## config.mk

```make
export PLATFORM = sky130hd
export DESIGN_NAME = fts_status_core
export DESIGN_NICKNAME = d
export VERILOG_FILES = /design/src/core/fts_pkg.sv /design/src/core/fts_status_core.sv /design/src/core/fts_thr_counter.sv
export SDC_FILE = /design/constraint.sdc
export NUM_CORES = 1
export LEC_CHECK = 0
export BUFFER_PORTS_ARGS = -buffer_cell sky130_fd_sc_hd__buf_2
export CAP_MARGIN = 20
export CORE_ASPECT_RATIO = 0.8
export CORE_MARGIN = 2
export CORE_UTILIZATION = 33
export DETAILED_ROUTE_END_ITERATION = 8
export HOLD_SLACK_MARGIN = 0.06
export SETUP_SLACK_MARGIN = 0.3
export SYNTH_ARGS = -nofsm -noshare
export SYNTH_HDL_FRONTEND = slang
export SYNTH_HIERARCHICAL = 1
export SYNTH_SLANG_ARGS = --single-unit
```

## constraint.sdc

```tcl
create_clock -name core_clk -period 1.7 [get_ports core_clk]
set_input_delay 0.34 -clock core_clk [delete_from_list [all_inputs] [get_ports core_clk]]
set_output_delay 0.34 -clock core_clk [all_outputs]
set_load 0.01 [all_outputs]
```

## src/core/fts_pkg.sv

```systemverilog
// Shared constants for the FIFO threshold and status-freeze block.
// Assumes a 32-bit APB slave and 8-bit status and threshold registers.
`default_nettype none

package fts_pkg;

    // APB byte offsets
    localparam logic [7:0] FTS_OFF_IN_THR    = 8'h00;
    localparam logic [7:0] FTS_OFF_OUT_THR   = 8'h04;
    localparam logic [7:0] FTS_OFF_HOST_STAT = 8'h08;
    localparam logic [7:0] FTS_OFF_SLV_STAT  = 8'h0C;
    localparam logic [7:0] FTS_OFF_HOST_VIEW = 8'h10;

    // Widths
    localparam int FTS_REG_W = 8;
    localparam int FTS_ADR_W = 8;
    localparam int FTS_NUM_CH = 2;
    localparam int FTS_CH_IN  = 0;
    localparam int FTS_CH_OUT = 1;

    // Threshold counter sign bit is the service request
    localparam int FTS_THR_REQ_BIT = 7;

    // Host status bit positions
    localparam int HST_OUT_ERR  = 7;
    localparam int HST_OUT_CMD  = 6;
    localparam int HST_OUT_MRK  = 5;
    localparam int HST_OUT_REQ  = 4;
    localparam int HST_IN_ERR   = 3;
    localparam int HST_IN_CMD   = 2;
    localparam int HST_FRZ      = 1;
    localparam int HST_IN_REQ   = 0;

    // Slave status bit positions
    localparam int SST_OUT_OVR  = 7;
    localparam int SST_OUT_CMD  = 6;
    localparam int SST_FRZ      = 5;
    localparam int SST_OUT_REQ  = 4;
    localparam int SST_IN_UNR   = 3;
    localparam int SST_IN_CMD   = 2;
    localparam int SST_IN_MRK   = 1;
    localparam int SST_IN_REQ   = 0;

    // Bits presented as 1 to the host while frozen
    localparam logic [7:0] FTS_HOST_FRZ_MASK = 8'hF5;

    // Reset values
    localparam logic [7:0] FTS_THR_RST      = 8'h00;
    localparam logic [7:0] FTS_HOST_RST     = 8'hFF;
    localparam logic [7:0] FTS_SLV_RST      = 8'hFF;
    localparam logic [7:0] FTS_INVALID_BYTE = 8'hFF;
    localparam logic [31:0] FTS_RDATA_RST   = 32'h0000_0000;

endpackage : fts_pkg

`default_nettype wire

```

## src/core/fts_status_core.sv

```systemverilog
// Threshold counters and host/slave status with freeze-mode shadows.
// Assumes the surrounding FIFO delivers one-cycle access pulses, full and
// empty levels from its pointers, and the freeze-mode level.
//
// How it works
// - Host write decrements, CPU read increments input
// - CPU write decrements, host read increments output
// - Counter top bit is service request
// - CPU writes thresholds only while frozen
// - Input threshold top bit drives host request
// - Freeze forces host bits, shadows keep truth
// - Invalid host output read clears output error
// - Outgoing command status: CPU write clears, host sets
// - Output marker forced while frozen, shadow meanwhile
// - Frozen host writes clear input error
// - Incoming command status with frozen shadow
// - Host freeze indicator high while frozen
// - Slave output overrun held while frozen
// - Frozen CPU outgoing command read/write status
// - Slave freeze bit low while frozen
// - Slave output request from output pointers
// - Input underrun: empty read clears, status read sets
// - Slave incoming command status in both modes
// - Input marker flag; mismatched read gives invalid
// - Slave input request from input pointers only
//
// The APB interface to the registers and the placing of the registers were chosen for this implementation.
`default_nettype none

module fts_status_core
    import fts_pkg::*;
(
    input  wire logic                 core_clk,
    input  wire logic                 nrst,
    // APB slave
    input  wire logic                 psel,
    input  wire logic                 penable,
    input  wire logic                 pwrite,
    input  wire logic [FTS_ADR_W-1:0] paddr,
    input  wire logic [31:0]          pwdata,
    output logic      [31:0]          prdata,
    output logic                      pready,
    output logic                      pslverr,
    // Mode and FIFO levels
    input  wire logic                 freezeMode,
    input  wire logic                 inFifoEmpty,
    input  wire logic                 inFifoFull,
    input  wire logic                 outFifoFull,
    input  wire logic                 outFifoEmpty,
    input  wire logic                 inHeadIsCmd,
    input  wire logic                 outHeadIsCmd,
    input  wire logic [7:0]           inHeadByte,
    // Host accesses
    input  wire logic                 hostWrInFifo,
    input  wire logic                 hostRdOutFifo,
    input  wire logic                 hostRdOutCmd,
    input  wire logic                 hostWrInCmd,
    input  wire logic                 hostWrHostCtrl,
    input  wire logic                 hostRdHostStat,
    // Internal CPU accesses
    input  wire logic                 cpuRdInFifo,
    input  wire logic                 cpuRdViaCmdReg,
    input  wire logic                 cpuWrOutFifo,
    input  wire logic                 cpuWrOutCmd,
    input  wire logic                 cpuRdOutCmd,
    input  wire logic                 cpuWrInCmd,
    input  wire logic                 cpuRdInCmd,
    // Results
    output logic      [7:0]           hostStatusView,
    output logic      [7:0]           cpuInByte,
    output logic                      inThrReq,
    output logic                      outThrReq
);

    typedef struct packed {
        logic [7:0]  hostShadow;
        logic [7:0]  slvStat;
        logic [7:0]  hostView;
        logic [7:0]  inByte;
        logic [31:0] rdata;
        logic        ready;
        logic        slvErr;
        logic        inReq;
        logic        outReq;
    } fts_state_t;

    localparam fts_state_t FTS_STATE_RST = '{
        hostShadow: FTS_HOST_RST,
        slvStat:    FTS_SLV_RST,
        hostView:   FTS_HOST_RST,
        inByte:     FTS_INVALID_BYTE,
        rdata:      FTS_RDATA_RST,
        ready:      1'b0,
        slvErr:     1'b0,
        inReq:      1'b0,
        outReq:     1'b0
    };

    fts_state_t state_ff;
    fts_state_t nxt_state;

    logic [FTS_REG_W-1:0] thrCount [FTS_NUM_CH];
    logic [FTS_NUM_CH-1:0] thrDec;
    logic [FTS_NUM_CH-1:0] thrInc;
    logic [FTS_NUM_CH-1:0] thrLoad;

    logic       apbDone;
    logic       apbWrDone;
    logic       apbRdDone;
    logic       hitInThr;
    logic       hitOutThr;
    logic       hitHost;
    logic       hitSlv;
    logic       hitView;
    logic       hitAny;

    // APB: access phase lasts two cycles, pready from a flop
    // Writes land only on the edge that also shows pready high
    assign apbDone   = psel && penable && state_ff.ready;
    assign apbWrDone = apbDone && pwrite;
    assign apbRdDone = apbDone && !pwrite;

    // Unaligned or unknown offsets answer with an error
    always_comb begin
        hitInThr  = 1'b0;
        hitOutThr = 1'b0;
        hitHost   = 1'b0;
        hitSlv    = 1'b0;
        hitView   = 1'b0;
        if (paddr == FTS_OFF_IN_THR) begin
            hitInThr = 1'b1;
        end else if (paddr == FTS_OFF_OUT_THR) begin
            hitOutThr = 1'b1;
        end else if (paddr == FTS_OFF_HOST_STAT) begin
            hitHost = 1'b1;
        end else if (paddr == FTS_OFF_SLV_STAT) begin
            hitSlv = 1'b1;
        end else if (paddr == FTS_OFF_HOST_VIEW) begin
            hitView = 1'b1;
        end
        hitAny = hitInThr || hitOutThr || hitHost || hitSlv || hitView;
    end

    // Counter events; host FIFO accesses are refused while frozen
    // The host port is cut off then, so it must not move the counts
    always_comb begin
        thrDec = '0;
        thrInc = '0;
        thrLoad = '0;
        thrDec[FTS_CH_IN]  = hostWrInFifo && !freezeMode;
        thrInc[FTS_CH_IN]  = cpuRdInFifo;
        thrDec[FTS_CH_OUT] = cpuWrOutFifo;
        thrInc[FTS_CH_OUT] = hostRdOutFifo && !freezeMode;
        // Threshold writes only take while frozen
        thrLoad[FTS_CH_IN]  = apbWrDone && hitInThr && freezeMode;
        thrLoad[FTS_CH_OUT] = apbWrDone && hitOutThr && freezeMode;
    end

    // One counter per channel; a load beats both count events
    generate
        for (genvar ch = 0; ch < FTS_NUM_CH; ch++) begin : g_thr
            fts_thr_counter #(
                .W (FTS_REG_W)
            ) u_thr (
                .core_clk (core_clk),
                .nrst     (nrst),
                .decEvt   (thrDec[ch]),
                .incEvt   (thrInc[ch]),
                .loadEn   (thrLoad[ch]),
                .loadVal  (pwdata[FTS_REG_W-1:0]),
                .count    (thrCount[ch])
            );
        end
    endgenerate

    always_comb begin
        logic [7:0] hs;
        logic [7:0] ss;
        logic       frz;
        hs  = state_ff.hostShadow;
        ss  = state_ff.slvStat;
        frz = freezeMode;
        nxt_state = state_ff;

        // Error and overrun flags: restore first, so a new event wins
        if (hostRdHostStat) begin
            hs[HST_OUT_ERR] = 1'b1;
            hs[HST_IN_ERR]  = 1'b1;
        end
        if (apbRdDone && hitSlv && !frz) begin
            ss[SST_IN_UNR]  = 1'b1;
            ss[SST_OUT_OVR] = 1'b1;
        end

        // Output error: invalid host read
        if (frz) begin
            if (hostRdOutFifo || hostRdOutCmd) begin
                hs[HST_OUT_ERR] = 1'b0;
            end
        end else if (hostRdOutFifo && outFifoEmpty) begin
            hs[HST_OUT_ERR] = 1'b0;
        end

        // Input error: overrun normally, any host write while frozen
        if (frz) begin
            if (hostWrInFifo || hostWrHostCtrl || hostWrInCmd) begin
                hs[HST_IN_ERR] = 1'b0;
            end
        end else if (hostWrInFifo && inFifoFull) begin
            hs[HST_IN_ERR] = 1'b0;
        end

        // Outgoing command status
        if (frz) begin
            if (cpuWrOutCmd) begin
                hs[HST_OUT_CMD] = 1'b0;
                ss[SST_OUT_CMD] = 1'b1;
            end else if (cpuRdOutCmd) begin
                hs[HST_OUT_CMD] = 1'b1;
                ss[SST_OUT_CMD] = 1'b0;
            end
        end else begin
            if (cpuWrOutCmd) begin
                hs[HST_OUT_CMD] = 1'b0;
                ss[SST_OUT_CMD] = 1'b1;
            end else if (hostRdOutCmd) begin
                hs[HST_OUT_CMD] = 1'b1;
                ss[SST_OUT_CMD] = 1'b0;
            end
        end

        // Incoming command status
        if (frz) begin
            if (cpuWrInCmd) begin
                hs[HST_IN_CMD] = 1'b1;
                ss[SST_IN_CMD] = 1'b0;
            end else if (cpuRdInCmd) begin
                hs[HST_IN_CMD] = 1'b0;
                ss[SST_IN_CMD] = 1'b1;
            end
        end else begin
            if (hostWrInCmd) begin
                hs[HST_IN_CMD] = 1'b1;
                ss[SST_IN_CMD] = 1'b0;
            end else if (cpuRdInCmd) begin
                hs[HST_IN_CMD] = 1'b0;
                ss[SST_IN_CMD] = 1'b1;
            end
        end

        // Output overrun: CPU write to a full output FIFO
        if (!frz && cpuWrOutFifo && outFifoFull) begin
            ss[SST_OUT_OVR] = 1'b0;
        end

        // Input underrun: CPU read of an empty input FIFO
        if (!frz && cpuRdInFifo && inFifoEmpty) begin
            ss[SST_IN_UNR] = 1'b0;
        end

        // Level bits follow live state in both modes
        // Freeze masking touches only the host copy, further down
        hs[HST_OUT_MRK] = !outHeadIsCmd;
        hs[HST_OUT_REQ] = !thrCount[FTS_CH_OUT][FTS_THR_REQ_BIT];
        hs[HST_IN_REQ]  = !thrCount[FTS_CH_IN][FTS_THR_REQ_BIT];
        hs[HST_FRZ]     = frz;
        ss[SST_FRZ]     = !frz;
        ss[SST_OUT_REQ] = outFifoFull;
        ss[SST_IN_MRK]  = !inHeadIsCmd;
        ss[SST_IN_REQ]  = inFifoEmpty;

        nxt_state.hostShadow = hs;
        nxt_state.slvStat    = ss;

        // Host sees forced ones while frozen; shadow keeps the truth
        // Leaving freeze restores the true bits at the next edge
        if (frz) begin
            nxt_state.hostView = hs | FTS_HOST_FRZ_MASK;
        end else begin
            nxt_state.hostView = hs;
        end

        // Mismatched kind of read yields the invalid byte
        // A byte of the wrong kind is never handed over as valid
        if (cpuRdInFifo) begin
            if (inHeadIsCmd != cpuRdViaCmdReg) begin
                nxt_state.inByte = FTS_INVALID_BYTE;
            end else begin
                nxt_state.inByte = inHeadByte;
            end
        end

        // Requests lag the counters by one edge
        nxt_state.inReq  = thrCount[FTS_CH_IN][FTS_THR_REQ_BIT];
        nxt_state.outReq = thrCount[FTS_CH_OUT][FTS_THR_REQ_BIT];

        // APB answer one cycle into the access phase
        // The pulse drops on its own, so each access gets exactly one
        nxt_state.ready  = psel && penable && !state_ff.ready;
        nxt_state.slvErr = 1'b0;
        if (psel && penable && !state_ff.ready) begin
            nxt_state.slvErr = !hitAny;
            nxt_state.rdata  = FTS_RDATA_RST;
            // Reads return last-edge state, not this cycle's updates
            if (!pwrite) begin
                if (hitInThr) begin
                    nxt_state.rdata[7:0] = thrCount[FTS_CH_IN];
                end else if (hitOutThr) begin
                    nxt_state.rdata[7:0] = thrCount[FTS_CH_OUT];
                end else if (hitHost) begin
                    nxt_state.rdata[7:0] = state_ff.hostShadow;
                end else if (hitSlv) begin
                    nxt_state.rdata[7:0] = state_ff.slvStat;
                end else if (hitView) begin
                    nxt_state.rdata[7:0] = state_ff.hostView;
                end
            end
        end
    end

    // Status, view and bus answer bits all leave from this register
    always_ff @(posedge core_clk or negedge nrst) begin
        if (!nrst) begin
            state_ff <= FTS_STATE_RST;
        end else begin
            state_ff <= nxt_state;
        end
    end

    // Every output is a flop output
    assign prdata         = state_ff.rdata;
    assign pready         = state_ff.ready;
    assign pslverr        = state_ff.slvErr;
    assign hostStatusView = state_ff.hostView;
    assign cpuInByte      = state_ff.inByte;
    assign inThrReq       = state_ff.inReq;
    assign outThrReq      = state_ff.outReq;

endmodule : fts_status_core

`default_nettype wire

```

## src/core/fts_thr_counter.sv

```systemverilog
// One threshold counter: counts down on fills, up on drains.
// Assumes single-cycle event pulses synchronous to core_clk.
`default_nettype none

module fts_thr_counter
    import fts_pkg::*;
#(
    parameter int W = FTS_REG_W
) (
    input  wire logic         core_clk,
    input  wire logic         nrst,
    input  wire logic         decEvt,
    input  wire logic         incEvt,
    input  wire logic         loadEn,
    input  wire logic [W-1:0] loadVal,
    output logic      [W-1:0] count
);

    typedef struct packed {
        logic [W-1:0] cnt;
    } fts_cnt_state_t;

    fts_cnt_state_t state_ff;
    fts_cnt_state_t nxt_state;

    always_comb begin
        nxt_state = state_ff;
        if (loadEn) begin
            nxt_state.cnt = loadVal;
        end else if (decEvt && !incEvt) begin
            nxt_state.cnt = state_ff.cnt - W'(1);
        end else if (incEvt && !decEvt) begin
            nxt_state.cnt = state_ff.cnt + W'(1);
        end
    end

    always_ff @(posedge core_clk or negedge nrst) begin
        if (!nrst) begin
            state_ff <= '{cnt: W'(FTS_THR_RST)};
        end else begin
            state_ff <= nxt_state;
        end
    end

    assign count = state_ff.cnt;

endmodule : fts_thr_counter

`default_nettype wire

```

Word level (Yosys, flattened, before mapping)
Cells that the tools add are included.
{"block": "totals", "reg_bits": 60, "latch_bits": 0, "mem_bits_rw": 0, "rom_bits": 0, "out_inout_bits": 52, "n_memories": 0}
{"block": "classes", "addsub": 4, "multipliers": 0, "n_div": 0, "order_cmp": 0, "eq_ne": 6, "n_shift": 0, "mux": 59, "bitwise": 0, "reduce_logical": 49}
{"operator": "8-bit 2-to-1 mux", "count": 14}
{"operator": "1-bit 2-to-1 mux", "count": 45}
{"operator": "1-bit logical AND", "count": 23}
{"operator": "8-bit by 1-bit adder with 8-bit output, second input constant", "count": 2}
{"operator": "8-bit by 4-bit == test with 1-bit output, second input constant", "count": 2}
{"operator": "8-bit by 1-bit subtractor with 8-bit output, second input constant", "count": 2}
{"operator": "1-bit zero test", "count": 12}
{"operator": "3-bit nonzero test", "count": 3}
{"operator": "8-bit by 3-bit == test with 1-bit output, second input constant", "count": 1}
{"operator": "8-bit by 5-bit == test with 1-bit output, second input constant", "count": 1}
{"operator": "8-bit zero test", "count": 1}
{"operator": "1-bit logical OR", "count": 7}
{"operator": "2-bit nonzero test", "count": 2}
{"operator": "3-bit by 1-bit != test with 1-bit output, second input constant", "count": 1}
{"operator": "2-bit AND reduction", "count": 1}
{"operator": "1-bit != test", "count": 1}

Logic depth before layout (Yosys ltp)
{"block": "logic_depth", "word_depth": 12, "mapped_depth": 9, "mapped_depth_nobuf": 8}

By module
The synthesis kept the hierarchy.
{"mod": "fts_status_core", "n_inst": 1, "cells_per_inst": 248, "area_per_inst_um2": 2339.7}
{"mod": "fts_thr_counter", "n_inst": 2, "cells_per_inst": 64, "area_per_inst_um2": 558.0}

Worst setup path after synthesis
Ideal clock, no wire load.
{"block": "synth_timing", "kind": "in2reg", "from": "input port freezeMode", "to": "register g_thr[1].u_thr.state_ff, in the netlist g_thr[1].u_thr/count[6]", "arrival_ns": 1.905, "required_ns": 1.596, "slack_ns": -0.309, "stages": 9, "path_buffers": 1, "path_cell_list": "buf_1 nor2b_1 nand2b_1 xnor2_1 ha_1 and3_1 a32oi_1 nor3b_1 a221oi_1"}
{"block": "synth_between", "elab_chain_len": 6}
{"item": "from (decl)", "line_no": "fts_status_core.sv:45", "source": "input wire logic freezeMode,"}
{"item": "1-bit zero test (*)", "line_no": "fts_status_core.sv:153", "source": "thrInc[FTS_CH_OUT] = hostRdOutFifo && !freezeMode;"}
{"item": "1-bit logical AND (*)", "line_no": "fts_status_core.sv:153"}
{"item": "named net thrInc[1]", "line_no": "fts_status_core.sv:104", "source": "logic [FTS_NUM_CH-1:0] thrInc;"}
{"item": "1-bit zero test", "line_no": "fts_thr_counter.sv:30", "source": "end else if (decEvt && !incEvt) begin"}
{"item": "1-bit logical AND", "line_no": "fts_thr_counter.sv:30"}
{"item": "8-bit 2-to-1 mux", "line_no": "fts_thr_counter.sv:30"}
{"item": "8-bit 2-to-1 mux", "line_no": "fts_thr_counter.sv:28", "source": "if (loadEn) begin"}
{"item": "to (signal assigned)", "line_no": "fts_thr_counter.sv:39", "source": "state_ff <= '{cnt: W'(FTS_THR_RST)};"}
{"item": "to (signal assigned)", "line_no": "fts_thr_counter.sv:41", "source": "state_ff <= nxt_state;"}
{"item": "to (decl)", "line_no": "fts_thr_counter.sv:23", "source": "fts_cnt_state_t state_ff;"}
Mark *: on every way through the listed nets, which the timed path passes. The rest lies on a longest branch.
A chain may end at the register's enable or synchronous reset.

Final worst setup path
{"block": "layout_timing", "from": "register g_thr[0].u_thr.state_ff, in the netlist g_thr[0].u_thr/count[1]", "to": "register g_thr[0].u_thr.state_ff, in the netlist g_thr[0].u_thr/count[6]"}
{"block": "layout_between", "elab_chain_len": 4}
{"item": "from (decl)", "line_no": "fts_thr_counter.sv:23"}
{"item": "from (signal assigned)", "line_no": "fts_thr_counter.sv:39"}
{"item": "from (signal assigned)", "line_no": "fts_thr_counter.sv:41"}
{"item": "8-bit by 1-bit adder with 8-bit output", "line_no": "fts_thr_counter.sv:33", "source": "nxt_state.cnt = state_ff.cnt + W'(1);"}
{"item": "8-bit 2-to-1 mux", "line_no": "fts_thr_counter.sv:32", "source": "end else if (incEvt && !decEvt) begin"}
{"item": "8-bit 2-to-1 mux (*)", "line_no": "fts_thr_counter.sv:30"}
{"item": "8-bit 2-to-1 mux (*)", "line_no": "fts_thr_counter.sv:28"}
Mark *: on every way between the ends. The rest lies on a longest branch, timed or not. The select of a mux whose other input is x is not followed.

==> impl_results.md <==
* Design area at roughly 0.0046 mm^2
* CTS sink cnt at 58
* Crit Path Class: reg -> reg
* RePlAce Congestion at slightly below 0.9
* DR top layer: met4
* R2R depth at 6
* Number of fill cells at 994
* Multi-input logic area at 0.001715 mm^2
* WHS Endpoint: state_ff[52]
* Actual slew at the worst max-slew pin at roughly 0.55 ns
* Routed wire length per instance at roughly 15 um
* Hold_sp: inFifoEmpty
* Placed cell count at between 500 and 600
* IO buf count at 76
* Clock transition at path regs at 0.05 ns
* Max-capacitance violation count at 0
* CP arrival at ~1.8 ns
* Synthesized flop and latch total at slightly below 60
* Clk_lat worst skew at about 0.32 ns
* Largest area contributor in the synthesized netlist: dfstp_2
* Run status: finished clean
* Reg area at 0.001493 mm^2
* Core area at ~0.010 mm^2
* Max H-tree Level at 3
* Largest net degree at the start of global routing at 59
* DRT Pass-1 Iters at 7
* Vias at ~2900
* Routed length on met3 at 744 um
* Slew HR at 0.6290
* Seq/Total Area, Yosys at 0.4308
* I/O pins at around 130
* Slew Limit Fails at 0
* Fraction of registers with async set/reset at 1.000
* Detailed-route DRC error count at 0
* Ys Warns at 6
* Chip Width at between 100 and 150 um
* Final min period at 1.583 ns
* Hold Path Depth at 1
* Initial Utilization at 0.3375
* Core Rows at 33
* FF-to-FF End: g_thr[0].u_thr/count[6]
* Area Overhead vs Synth at 34.11%
* Maximum VDD drop at 0.4876 mV
* Post-synth EDFFs at 0
* Leakage at about 2.1 nW
* Synth Flop Type: dfstp_2
* Diodes inserted at 0
* Total track usage at 0.1600
* Clock Skew at ~0.0037 ns
* Worst Hold Class: in -> reg
* Synthesized area at approximately 0.0035 mm^2
* CP endpoint kind: register
* Clk root buf: clkbuf_16
* Routed length on met1 at 4083 um
* Remaining antenna violation count at 0
* Post-Synthesis Cells at 376
* Critical path data required time at about 1.9 ns
* Crit share post-route at 0.9312
* Reg-to-reg startpoint: g_thr[0].u_thr/count[1]
* Area post-placement at ~0.004 mm^2
* Iteration-0 DRC Markers at 156
* Die height at approximately 96 um
* Mean number of vias per cell at 4.776
* Aggregate global routing overflow at 0
* Fin nets at 546
* Final Power at between 5 and 6 mW
* CTS max path bufs at 2
* Yosys cell types at 47
* Post-Syn Area per Cell at between 9 and 10 um^2
* Layout cell share with drive strength beyond 1 at 0.4538
* Hpwl dp at 6474 um
* Final Instance Count excl. Fillers at 616
* Finish-stage setup viols at 0
* Pwr Density at ~1200 mW/mm^2
* Hold Fails Final Rpt at 0
* Synth area leaders: dfstp_2 (23%), dfrtp_1 (20%), buf_4 (11%), nor2_1 (4.6%), nand2_1 (3.5%)
* Fmax at ~0.63 GHz
* TritonCTS Buffers at 9
* R2R Setup Slk at approximately 0.12 ns
* Vias in the first global route at ~2800
* Met2 wire length at slightly above 4000 um
* Share of the synthesized area in the top cell type at 0.2281
* Startpoint types: register
* Final WL at 8988 um
* Die area at ~0.011 mm^2
* TritonCTS clock tree: done
* First-pass GRT wire length at roughly 14000 um
* RSZ-0062 raised after global routing: yes
* Antenna violations before repair at 0
* Worst Path Max Fanout at 3
[how the worst max path moves through the flow]
stage	cells past startpoint	startpoint	endpoint
4_1_cts	7	pready	g_thr[1].u_thr/count[7]
6_report	6	g_thr[0].u_thr/count[1]	g_thr[0].u_thr/count[6]
2_1_floorplan	9	freezeMode	g_thr[1].u_thr/count[6]
5_1_grt	6	g_thr[0].u_thr/count[1]	g_thr[0].u_thr/count[6]
3_3_place_gp	9	freezeMode	g_thr[0].u_thr/count[6]
3_5_place_dp	9	freezeMode	g_thr[0].u_thr/count[6]
[cells in the mapped netlist, types with 2 or more instances]
cell / count
a21oi_1: 13
mux2i_1: 10
o31ai_2: 8
and4b_1: 4
inv_1: 21
ha_1: 2
o2111ai_1: 2
buf_6: 2
or3_1: 3
nand2b_1: 3
nand4_1: 7
xor2_1: 7
nor3_1: 4
a22oi_1: 2
a31oi_1: 3
a32oi_1: 2
nand3_1: 5
nor4b_2: 2
a311oi_1: 2
and3_1: 3
a22o_1: 2
nor3b_1: 2
maj3_1: 2
dfrtp_1: 28
o21a_1: 2
nor2_1: 42
o21ai_0: 21
o31a_1: 2
nand3b_1: 3
dfstp_2: 30
clkbuf_1: 12
buf_4: 49
or4_1: 2
o22ai_1: 7
a221oi_1: 2
nor2b_1: 10
nand2_1: 32
o21ai_1: 4
o22a_1: 6
xnor2_1: 6
[cell usage in the layout (no fill, tap or decap), types with 3 or more instances in the layout]
cell type,synthesis,layout
dfrtp_1,28,25
buf_4,49,37
a31oi_1,3,3
o22a_1,6,6
o21ai_0,21,15
nand3b_1,3,3
nand2_2,0,3
or3_1,3,3
dfstp_2,30,30
o31ai_2,8,8
nor2_1,42,39
nand4_1,7,7
dfrtp_2,0,3
nand2_1,32,29
buf_12,0,3
nor2_2,0,3
clkbuf_16,0,10
clkinv_2,0,4
o22ai_1,7,7
buf_6,2,8
nor2b_1,10,8
a21oi_1,13,13
inv_1,21,18
nor3_1,4,4
mux2i_1,10,10
nand3_1,5,4
and4b_1,4,4
buf_2,1,75
inv_2,0,3
xor2_1,7,7
xnor2_1,6,4
o21ai_1,4,10
conb_1,1,24
[cell type report]
type | instances | share of cell area
multi-input combinational | 255 | 0.3701
sequential | 58 | 0.3221
timing repair buffer | 126 | 0.1841
clock buffer | 10 | 0.05157
tap | 140 | 0.03780
clock inverter | 6 | 0.01728
inverter | 21 | 0.01701
[layer usage]
layer / global-route usage / up-vias
li1: - / 1417
met1: 0.2075 / 1401
met2: 0.2548 / 117
met3: 0.05981 / 7
met4: 0.03968 / 0
met5: 0 / -
[power breakdown]
| group | switching [mW] | internal (mW) | total, mW |
|---|---|---|---|
| clock | 0.602 | 1.31 | 1.91 |
| combinational | 0.815 | 0.863 | 1.68 |
| sequential | 0.422 | 1.74 | 2.16 |
| total | 1.84 | 3.91 | 5.75 |
[worst max-delay path, stage by stage (launching register included)]
cell	delay (ns)
dfrtp_1	0.41
xnor2_1	0.19
ha_2	0.25
nor2_2	0.07
a32oi_2	0.26
nor3b_2	0.10
a221oi_2	0.21
[flip-flops by register name, indices dropped and copies added, names as in the netlist]
register	count
inThrReq	1
outThrReq	1
pready	1
g_thr.u_thr/count	16
pslverr	1
prdata	8
state_ff	14
hostStatusView	8
cpuInByte	8
[through the flow]
stage	setup WS [ns]	TNS, ns	util	hold WS [ns]
5_1_grt	0.01165	0	0.4526	0.1170
4_1_cts	0.1704	0	0.4344	0.1217
3_5_place_dp	-0.2579	-0.9967	0.3887	0.3705
3_3_place_gp	-0.1050	-0.5004	0.3887	0.3679
2_1_floorplan	0.001865	0	-	0.04441
6_report	0.1170	0	0.4526	0.1301
[timing repair]
action	in CTS	in global routing
gates cloned	0	1
endpoints found under the hold margin	28	0
endpoints found under the setup margin	16	19
hold buffers	1	0
pin swaps	15	12
gates resized for setup	16	26
buffers inserted	9	7
[logic make-up (layout without fill, tap and decap cells)]
kind of cell               after synthesis  in the layout  share of synthesized area
DFF                                     58             58                     0.4308
xor gates and xnor gates                13             13                    0.03295
other                                    1             24                   0.001085
buffers and inverters                   86            163                     0.1513
AOI/OAI and AO/OA                       79             79                     0.1586
adders and majority gates                4              4                    0.01303
muxes                                   10             10                    0.02897
and+or+nand+nor                        125            125                     0.1832
Note: power is estimated with default switching activity, not from simulation.
